$ cat src/common/pmlhc_pkg.sv
// Package for the power mode and limp-home controller.
// Assumes a single system clock domain; pins are synchronised in the design.
package pmlhc_pkg;

	// ********************************************************************
	// Channel mode codes
	// ********************************************************************
	localparam logic [1:0] MODE_OFF_NODIAG = 2'h0;
	localparam logic [1:0] MODE_FOLLOW     = 2'h1;
	localparam logic [1:0] MODE_ON         = 2'h2;
	localparam logic [1:0] MODE_OFF_DIAG   = 2'h3;

	localparam int         NUM_CH          = 4;
	localparam logic [7:0] MODE_RESET      = 8'h00;
	localparam int         SYNC_STAGES     = 2;

	// ********************************************************************
	// Power modes, one-hot
	// ********************************************************************
	typedef enum logic [3:0] {
		PM_SLEEP = 4'b0001,
		PM_IDLE  = 4'b0010,
		PM_ON    = 4'b0100,
		PM_LIMP  = 4'b1000
	} pmlhc_mode_t;

	// ********************************************************************
	// Serial register write and transfer result
	// ********************************************************************
	typedef struct packed {
		logic       valid;
		logic [7:0] modes;
	} pmlhc_wr_t;

	typedef struct packed {
		logic done;
		logic error;
	} pmlhc_xfer_t;

endpackage

$ cat src/pmlhc_ctrl.sv
// Power mode and limp-home control for a four channel low side driver.
// Assumes the serial frame decoder sits outside and hands over mode words
// and transfer-done pulses on CLK_SYS; the pins arrive asynchronously.
`timescale 1ns/1ns

// Notes on behaviour
// - Power-on reset gives defaults and idle.
// - Reset pin low forces register defaults.
// - Reset and failsafe low means sleep, clears.
// - Reset high, no clock activity: idle, off; code keeps on mode, and enters it on limp-home exit, without activity.
// - On mode drives enabled channels with diagnosis.
// - Failsafe request high with analog supply ok enters limp-home, clears registers.
// - In limp-home each input drives its output.
// - Limp-home ignores serial commands.
// - Failsafe request overrides reset, wakes from sleep.
// - Transfers during limp-home report transfer error.
// - On release clear, then sleep or on.
// - First transfer after limp-home reports error.
// - Four modes per channel via serial field.
// - A write of all channels off-no-diagnosis means idle mode.
// - Follow mode: input high on, low off.
// - Open input reads low, channel off.
module pmlhc_ctrl #(
	parameter int N_CH = 4
) (
	// Clock and power-on reset
	input  wire logic                      CLK_SYS,
	input  wire logic                      RESET,
	// Device pins
	input  wire logic                      RESET_N_PIN,
	input  wire logic                      FAILSAFE_REQUEST_PIN,
	input  wire logic                      ANALOG_SUPPLY_OK,
	input  wire logic                      SERIAL_CLOCK,
	input  wire logic [N_CH-1:0]           CONTROL_INPUT,
	// Serial register side
	input  wire pmlhc_pkg::pmlhc_wr_t      MODE_WRITE,
	input  wire logic                      TRANSFER_DONE,
	output logic                           TRANSFER_ERROR_FLAG,
	output logic [2*N_CH-1:0]              CHANNEL_MODE_FIELD,
	// Outputs
	output logic [N_CH-1:0]                CHANNEL_OUTPUT,
	output logic [N_CH-1:0]                DIAG_ACTIVE,
	output pmlhc_pkg::pmlhc_mode_t         POWER_MODE
);

	// ********************************************************************
	// Pin synchronisers
	// ********************************************************************
	// Open inputs are assumed pulled low by the pad, so they read as off.
	logic [N_CH+3:0] sync1_q;
	logic [N_CH+3:0] sync2_q;
	logic            sclk_prev_q;

	always_ff @(posedge CLK_SYS or posedge RESET) begin
		if (RESET) begin
			sync1_q     <= '0;
			sync2_q     <= '0;
			sclk_prev_q <= 1'b0;
		end else begin
			sync1_q     <= {CONTROL_INPUT, SERIAL_CLOCK, ANALOG_SUPPLY_OK,
				FAILSAFE_REQUEST_PIN, RESET_N_PIN};
			sync2_q     <= sync1_q;
			sclk_prev_q <= sync2_q[3];
		end
	end

	wire             rst_n_s   = sync2_q[0];
	wire             fs_req_s  = sync2_q[1];
	wire             avdd_ok_s = sync2_q[2];
	wire             sclk_s    = sync2_q[3];
	wire [N_CH-1:0]  inputs_s  = sync2_q[N_CH+3:4];
	wire             sclk_edge = sclk_s & ~sclk_prev_q;

	// ********************************************************************
	// Mode decision
	// ********************************************************************
	pmlhc_pkg::pmlhc_mode_t mode_q;
	pmlhc_pkg::pmlhc_mode_t mode_d;
	logic [2*N_CH-1:0]      field_q;
	logic                   ter_pend_q;
	logic                   ter_q;

	wire limp_req   = fs_req_s & avdd_ok_s;
	wire all_nodiag = (field_q == pmlhc_pkg::MODE_RESET);
	wire leave_limp = (mode_q == pmlhc_pkg::PM_LIMP) & ~limp_req;
	wire clear_regs = ~rst_n_s | limp_req | leave_limp;
	wire wr_ok      = MODE_WRITE.valid & ~clear_regs;

	always_comb begin
		case (mode_q)
			pmlhc_pkg::PM_SLEEP: begin
				if (limp_req) begin
					mode_d = pmlhc_pkg::PM_LIMP;
				end else if (rst_n_s) begin
					mode_d = pmlhc_pkg::PM_IDLE;
				end else begin
					mode_d = pmlhc_pkg::PM_SLEEP;
				end
			end
			pmlhc_pkg::PM_LIMP: begin
				if (limp_req) begin
					mode_d = pmlhc_pkg::PM_LIMP;
				end else if (!rst_n_s) begin
					mode_d = pmlhc_pkg::PM_SLEEP;
				end else begin
					mode_d = pmlhc_pkg::PM_ON;
				end
			end
			pmlhc_pkg::PM_IDLE, pmlhc_pkg::PM_ON: begin
				if (limp_req) begin
					mode_d = pmlhc_pkg::PM_LIMP;
				end else if (!rst_n_s) begin
					mode_d = pmlhc_pkg::PM_SLEEP;
				end else if (wr_ok && MODE_WRITE.modes == pmlhc_pkg::MODE_RESET) begin
					mode_d = pmlhc_pkg::PM_IDLE;
				end else if (wr_ok || sclk_edge) begin
					mode_d = pmlhc_pkg::PM_ON;
				end else if (mode_q == pmlhc_pkg::PM_ON && !all_nodiag) begin
					mode_d = pmlhc_pkg::PM_ON;
				end else if (mode_q == pmlhc_pkg::PM_ON) begin
					mode_d = pmlhc_pkg::PM_ON;  // Stays on until a write clears all.
				end else begin
					mode_d = pmlhc_pkg::PM_IDLE;
				end
			end
			default: begin
				mode_d = pmlhc_pkg::PM_IDLE;
			end
		endcase
	end

	// ********************************************************************
	// State and registers
	// ********************************************************************
	// Power-on reset lands in idle with default fields.
	always_ff @(posedge CLK_SYS or posedge RESET) begin
		if (RESET) begin
			mode_q <= pmlhc_pkg::PM_IDLE;
		end else begin
			mode_q <= mode_d;
		end
	end

	always_ff @(posedge CLK_SYS or posedge RESET) begin
		if (RESET) begin
			field_q <= pmlhc_pkg::MODE_RESET;
		end else if (clear_regs) begin
			field_q <= pmlhc_pkg::MODE_RESET;
		end else if (wr_ok) begin
			field_q <= MODE_WRITE.modes;
		end
	end

	// The pending error is armed on leaving limp-home; it is consumed by
	// the next completed transfer, and a new exit wins over that clear.
	always_ff @(posedge CLK_SYS or posedge RESET) begin
		if (RESET) begin
			ter_pend_q <= 1'b0;
		end else if (leave_limp) begin
			ter_pend_q <= 1'b1;
		end else if (TRANSFER_DONE) begin
			ter_pend_q <= 1'b0;
		end
	end

	wire ter_now = (mode_q == pmlhc_pkg::PM_LIMP) | ter_pend_q;

	always_ff @(posedge CLK_SYS or posedge RESET) begin
		if (RESET) begin
			ter_q <= 1'b0;
		end else begin
			ter_q <= ter_now;
		end
	end

	// ********************************************************************
	// Channel drive
	// ********************************************************************
	logic [N_CH-1:0] out_d;
	logic [N_CH-1:0] diag_d;
	logic [N_CH-1:0] out_q;
	logic [N_CH-1:0] diag_q;

	always_comb begin
		for (int i = 0; i < N_CH; i++) begin
			out_d[i]  = 1'b0;
			diag_d[i] = 1'b0;
			if (mode_q == pmlhc_pkg::PM_LIMP) begin
				out_d[i] = inputs_s[i];
			end else if (mode_q == pmlhc_pkg::PM_ON) begin
				case (field_q[2*i +: 2])
					pmlhc_pkg::MODE_FOLLOW: begin
						out_d[i]  = inputs_s[i];
						diag_d[i] = 1'b1;
					end
					pmlhc_pkg::MODE_ON: begin
						out_d[i]  = 1'b1;
						diag_d[i] = 1'b1;
					end
					pmlhc_pkg::MODE_OFF_DIAG: begin
						diag_d[i] = 1'b1;
					end
					default: begin
						diag_d[i] = 1'b0;
					end
				endcase
				if (all_nodiag) begin
					diag_d[i] = 1'b1;
				end
			end
		end
	end

	always_ff @(posedge CLK_SYS or posedge RESET) begin
		if (RESET) begin
			out_q  <= '0;
			diag_q <= '0;
		end else begin
			out_q  <= out_d;
			diag_q <= diag_d;
		end
	end

	assign CHANNEL_OUTPUT      = out_q;
	assign DIAG_ACTIVE         = diag_q;
	assign CHANNEL_MODE_FIELD  = field_q;
	assign TRANSFER_ERROR_FLAG = ter_q;
	assign POWER_MODE          = mode_q;

endmodule

$ cat config.mk
export PLATFORM = sky130hd
export DESIGN_NAME = pmlhc_ctrl
export DESIGN_NICKNAME = d
export VERILOG_FILES = /design/src/common/pmlhc_pkg.sv /design/src/pmlhc_ctrl.sv
export SDC_FILE = /design/constraint.sdc
export NUM_CORES = 1
export LEC_CHECK = 0
export BUFFER_PORTS_ARGS = -buffer_cell sky130_fd_sc_hd__buf_4
export CORE_ASPECT_RATIO = 1.4
export CORE_MARGIN = 2
export CORE_UTILIZATION = 52
export DETAILED_ROUTE_END_ITERATION = 7
export GPL_ROUTABILITY_DRIVEN = 0
export PLACE_DENSITY = 0.87
export RECOVER_POWER = 25
export SLEW_MARGIN = 15
export SYNTH_ARGS = -nofsm -noshare
export SYNTH_HDL_FRONTEND = slang
export SYNTH_SLANG_ARGS = --single-unit
$ cat constraint.sdc
create_clock -name CLK_SYS -period 1.88 [get_ports CLK_SYS]
set_clock_uncertainty 0.05 [all_clocks]
set_input_delay 0 -clock CLK_SYS [delete_from_list [all_inputs] [get_ports CLK_SYS]]
set_output_delay 0 -clock CLK_SYS [all_outputs]
set_load 0.01 [all_outputs]
==> results of run 1 <==
## metal layers
layer	track usage, %	vias to the layer above
met3	4.583	8
met1	27.29	604
met5	0	-
met4	7.692	0
li1	-	583
met2	35.72	31
## metrics by stage
| step | util (%) | hold WS [ns] | setup slack, ns |
|---|---|---|---|
| 6_report | 72.04 | -0.02375 | 0.08542 |
| 5_1_grt | 72.04 | 0.006450 | 0.007464 |
| 4_1_cts | 72.88 | 0.01305 | 0.08978 |
| 3_5_place_dp | 64.82 | 0.06030 | 0.1071 |
| 3_3_place_gp | 64.82 | 0.05913 | 0.1993 |
| 2_1_floorplan | - | -0.01857 | 0.1882 |
## logic make-up after synthesis
logic type / share of synthesized area (%)
compound gates: 10.40
xor+xnor: 1.033
fa+ha+maj: 11.06
buf+inv: 5.236
flops: 57.60
mux: 4.720
simple gates: 9.955
## Yosys cell counts, drive strengths merged (2+ instances only)
library cell | n | area, um^2
a211oi | 2 | 15.01
a22o | 3 | 26.28
o21ai | 3 | 15.01
nor2 | 14 | 52.55
nand2 | 6 | 30.03
nand2b | 3 | 18.77
o311ai | 2 | 25.03
or4b | 2 | 23.77
buf | 5 | 40.04
dfrtp | 38 | 950.9
mux2i | 8 | 80.08
inv | 12 | 45.04
a21oi | 9 | 45.04
ha | 15 | 187.7
nor4 | 2 | 12.51
## layout by cell type, fill, tap and decap left out, types with 2 or more instances in the layout
cell type	netlist	routed
buf_4	1	28
a22o_1	3	3
nand2b_1	3	3
dlygate4sd3_1	0	17
a21oi_1	9	9
nor4_1	2	2
nand2_1	5	5
clkbuf_8	0	5
mux2i_1	8	8
o21ai_0	3	3
clkbuf_4	0	8
inv_1	12	12
dfrtp_1	38	38
nor2_1	14	14
clkbuf_1	1	9
a211oi_1	2	2
ha_1	15	15
## registers in the layout (all words and copies together) (netlist names)
signal               count
ter_pend_q               1
TRANSFER_ERROR_FLAG      1
DIAG_ACTIVE              4
CHANNEL_MODE_FIELD       8
sync2_q                  8
CHANNEL_OUTPUT           4
sclk_prev_q              1
POWER_MODE               4
sync1_q                  8
## worst reg2reg max path, cell delays in order (launching register included)
cell      delay [ns]
dfrtp_1         0.48
or4b_1          0.69
nand2_4         0.18
o311ai_1        0.14
a21oi_1         0.17
## power groups by stage
stage	Combinational [uW]	Sequential (uW)	Clock (uW)
finish	499	1020	524
global route	547	1030	580
CTS	510	1020	532
detailed placement	478	1040	0
global placement	453	1020	0
floorplan	322	1020	0
## repair_timing
action                                  CTS  global route
endpoints found under the setup margin    0             0
hold buffers                             17             0
hold endpoints to repair                 54             0
## path summary, 6_finish.rpt
| kind | end | slack (ns) | depth (start not counted) |
|---|---|---|---|
| worst max-delay path | POWER_MODE[2] | 0.09 | 4 |
| worst min-delay path | CHANNEL_MODE_FIELD[5] | -0.02 | 3 |
| worst max register to register | POWER_MODE[2] | 0.09 | 4 |
| worst min register to register | sync2_q[7] | 0.30 | 0 |
| max in group asynchronous | POWER_MODE[1] | 1.10 | 4 |
| min in group asynchronous | sync2_q[2] | 0.34 | 4 |
## final cells by class
class                      instances  area [um^2]  area share (%)
clock buffer                       7        76.32           3.393
clock inverter                     1        5.005          0.2225
inverter                          12        45.04           2.002
multi-input combinational         81        630.6           28.03
sequential                        39        977.2           43.44
tap                               39        48.80           2.169
timing repair buffer              60        466.7           20.75
==> metrics, run 1 <==
critical-path maximum fanout 10; layout cell share with drive strength beyond 1 24.00%; Root Driver clkbuf_8; status complete, but fails checks; Die H 71.59 um; slowest cell on the critical path or4b_1; Num CTS Buffers 5; Slew Viols, Final 0; vias in the first global route 1221; H-tree levels 2; cell area after synthesis 0.001697 mm^2; Finished Cell Area 0.002250 mm^2; post-route ant nets 0; switching portion of total power 29.52%; highest routed layer met4; Critical Path AT 1.96 ns; Max-Cap Viols 0; failing checks negative hold slack; P per Cell Area 909.2 mW/mm^2; cts repair resizes 0; internal power 1442 uW; Worst Setup SP POWER_MODE[0]; Die Wd 52.28 um; Primary FF master, synth dfrtp_1; worst path cell trace or4b_1 -> nand2_4 -> o311ai_1 -> a21oi_1; Synth cell types 34; reg-to-reg startpoint POWER_MODE[0]; Area Growth Syn to Fin 32.60%; CP Data Required Time 2.05 ns; Seq pwr share 49.9%; combinational group share of total power 24.4%; Skew-Pair Late Insertion Delay 0.29 ns; Total GRT Usage 21.40%; worst path bufs/invs 0; nets 234; Pre-antenna DRT Iters 4; number of synthesized register bits 39; WHS -0.02375 ns; antenna cells 0; syn_nets 173; Cell Rows 24; DP HPWL 2.455 mm; DR vias 1226; slew margin rel. 68.95%; WL final 3.486 mm; grt ovf 0; worst stage delay on the critical path 0.69 ns; largest net degree at the start of global routing 40; cell family with most CP delay simple AND/OR/NAND/NOR gates; M1 wire length 1.335 mm; met2 WL post-DR 1.943 mm; cell count after synthesis 138; fill count 199; fin crit share 95.46%; hold_sp MODE_WRITE[5]; RSZ-0062 raised after global routing false; TritonCTS clock tree done; Via density 5.130; Worst Setup End Kind flop; met3 WL post-DR 140 um; maximum VDD drop 0.8562 mV; Leak Pwr 0.001084 uW; # DRC 0; fmax 557.2 MHz; Sink Count 39; setup bufs post-CTS 0; WL per Instance 14.59 um; first-pass GRT wire length 5.865 mm; Detailed Route Iter0 Violations 21; Hold Violations, Final 1; Clock power frac 25.6%; CTS clk-pin slew, worst paths 0.07 ns; crit path time final 1.795 ns; dpl cells 214; CP Class reg2reg; worst-margin pin slew 0.4658 ns; Setup Total Neg Slack 0 ns; CTS Buffer Depth 2; die area 0.003742 mm^2; Syn Area/Cell 12.29 um^2; startpoint types flop; Yosys warning count 0; Worst Hold Class in2reg; Switch Pwr 603.8 uW; Seq/Total Area, Yosys 57.60%; Starting Density 54.33%; # IOs 41; final cell count without fillers 239; number of port buffers 40; Total Power 2045 uW; Final Setup Violations 0; initial antenna violation count 0; share of flip-flops with an asynchronous set or reset 100.0%; DP Area 0.002024 mm^2; core area 0.003123 mm^2; Post-synth EDFFs 0
Power figures use the tool's default switching activity.
==> run 2, diff against run 1 <==
--- a/config.mk
+++ b/config.mk
@@ -5,7 +5,7 @@
 export SDC_FILE = /design/constraint.sdc
 export NUM_CORES = 1
 export LEC_CHECK = 0
-export BUFFER_PORTS_ARGS = -buffer_cell sky130_fd_sc_hd__buf_4
+export BUFFER_PORTS_ARGS = -buffer_cell sky130_fd_sc_hd__buf_2
 export CORE_ASPECT_RATIO = 1.4
 export CORE_MARGIN = 2
 export CORE_UTILIZATION = 52
==> metrics, run 2 (same netlist as run 1, synthesis figures left out) <==
R2R depth 4; Total Power 2091 uW; die area 0.003742 mm^2; # IOs 41; layout cell share with drive strength beyond 1 24.88%; Max-Cap Viols 0; Clock power frac 28.9%; reg-to-reg startpoint POWER_MODE[0]; # DRC 0; fill count 220; worst path cell trace or4b_4 -> o311ai_2 -> o311ai_1 -> a21oi_1; antenna cells 0; worst stage delay on the critical path 0.64 ns; slowest cell on the critical path or4b_4; Cell Rows 24; RSZ-0062 raised after global routing false; CP Class reg2reg; critical-path maximum fanout 10; WL final 3.327 mm; hold_sp MODE_WRITE[8]; R2R Path End POWER_MODE[2]; Worst R2R Setup Slack 0.13 ns; Detailed Route Iter0 Violations 35; WHS Endpoint CHANNEL_MODE_FIELD[4]; fin crit share 93.10%; Die Wd 52.28 um; Setup Total Neg Slack 0 ns; internal power 1484 uW; combinational group share of total power 22.1%; WHS 0.1091 ns; P per Cell Area 950.7 mW/mm^2; CTS Buffer Depth 2; Root Driver clkbuf_8; Die H 71.59 um; Seq pwr share 49.0%; startpoint types flop; nets 235; grt ovf 0; Critical Path AT 1.91 ns; Sink Count 39; Worst Setup SP POWER_MODE[0]; worst hold stages 3; Hold Violations, Final 0; Worst Hold Class in2reg; first-pass GRT wire length 5.754 mm; CTS clk-pin slew, worst paths 0.08 ns; crit path time final 1.750 ns; highest-count cells in the layout ignoring fill and taps dfrtp_1, buf_2, dlygate4sd3_1; Slew Viols, Final 0; final cell count without fillers 240; Worst Setup End Kind flop; Final WS setup 0.1297 ns; Skew-Pair Late Insertion Delay 0.29 ns; status complete, no violations; WL per Instance 13.86 um; commonest non-fill, non-tap cell in the layout dfrtp_1; Area Growth Syn to Fin 29.65%; DR vias 1212; Leak Pwr 0.001082 uW; TritonCTS clock tree done; fmax 571.3 MHz; slew margin rel. 69.47%; largest net degree at the start of global routing 40; H-tree levels 2; Switch Pwr 606.8 uW; Final Setup Violations 0; dpl ws 0.08841 ns; post-route ant nets 0; vias in the first global route 1261; worst-margin pin slew 0.4580 ns; Pre-antenna DRT Iters 4; setup bufs post-CTS 0; number of port buffers 40; maximum VDD drop 0.7012 mV; Via density 5.050; core area 0.003123 mm^2; Starting Density 54.33%; dpl cells 214; CP Data Required Time 2.04 ns; Num CTS Buffers 5; initial antenna violation count 0; DP HPWL 2.246 mm; Total GRT Usage 21.06%; switching portion of total power 29.01%
[run 2: cell count changes in the layout (fill, tap and decap cells not counted), sizes merged]
| cell | delta |
|---|---|
| buf | +8 |
| clkbuf | -7 |
| clkinv | -1 |
| dlygate4sd3 | +1 |
[run 2: how the worst max path moves through the flow]
stage | end
after floorplan | POWER_MODE[2]
after global routing | POWER_MODE[2]
after global placement | POWER_MODE[2]
final | POWER_MODE[2]
after detailed placement | POWER_MODE[2]
after CTS | POWER_MODE[2]
[run 2: cell type report]
cell class	instances	area (um^2)	share of cell area, %
clock buffer	8	100.1	4.551
inverter	12	45.04	2.048
multi-input combinational	81	634.4	28.84
sequential	39	977.2	44.43
tap	39	48.80	2.218
timing repair buffer	61	394.1	17.92
[run 2: power by group through the flow]
stage	clock network [uW]	logic [uW]	registers, uW
5_1_grt	660	509	1040
6_report	605	462	1020
4_1_cts	618	461	1020
3_5_place_dp	0	429	1030
2_1_floorplan	0	322	1020
3_3_place_gp	0	410	1020
[run 2: stage by stage]
| stage | cell area, um^2 | utilization [%] |
|---|---|---|
| after floorplan | 1697 | - |
| after global placement | 1924 | 61.62 |
| after detailed placement | 1924 | 61.62 |
| after CTS | 2205 | 70.59 |
| after global routing | 2200 | 70.43 |
| final | 2200 | 70.43 |
[run 2: what timing repair did]
item	4_1_cts	5_1_grt
hold buffers	18	0
hold endpoints to repair	55	0
resized for setup	0	1
endpoints found under the setup margin	0	1
[run 2: per-layer routing]
metal	GRT usage [%]	up-vias	wire length (um)
met5	0	-	0
met2	32.77	35	1699
met1	27.43	581	1371
met4	9.402	0	78
met3	5.833	9	177
li1	-	587	-
[run 2: critical path, delay by kind of cell (launching register included)]
family | cells | cell delay, ns
AND/OR/NAND/NOR | 1 | 0.64
AO/OA/AOI/OAI | 3 | 0.49
flip-flops | 1 | 0.49
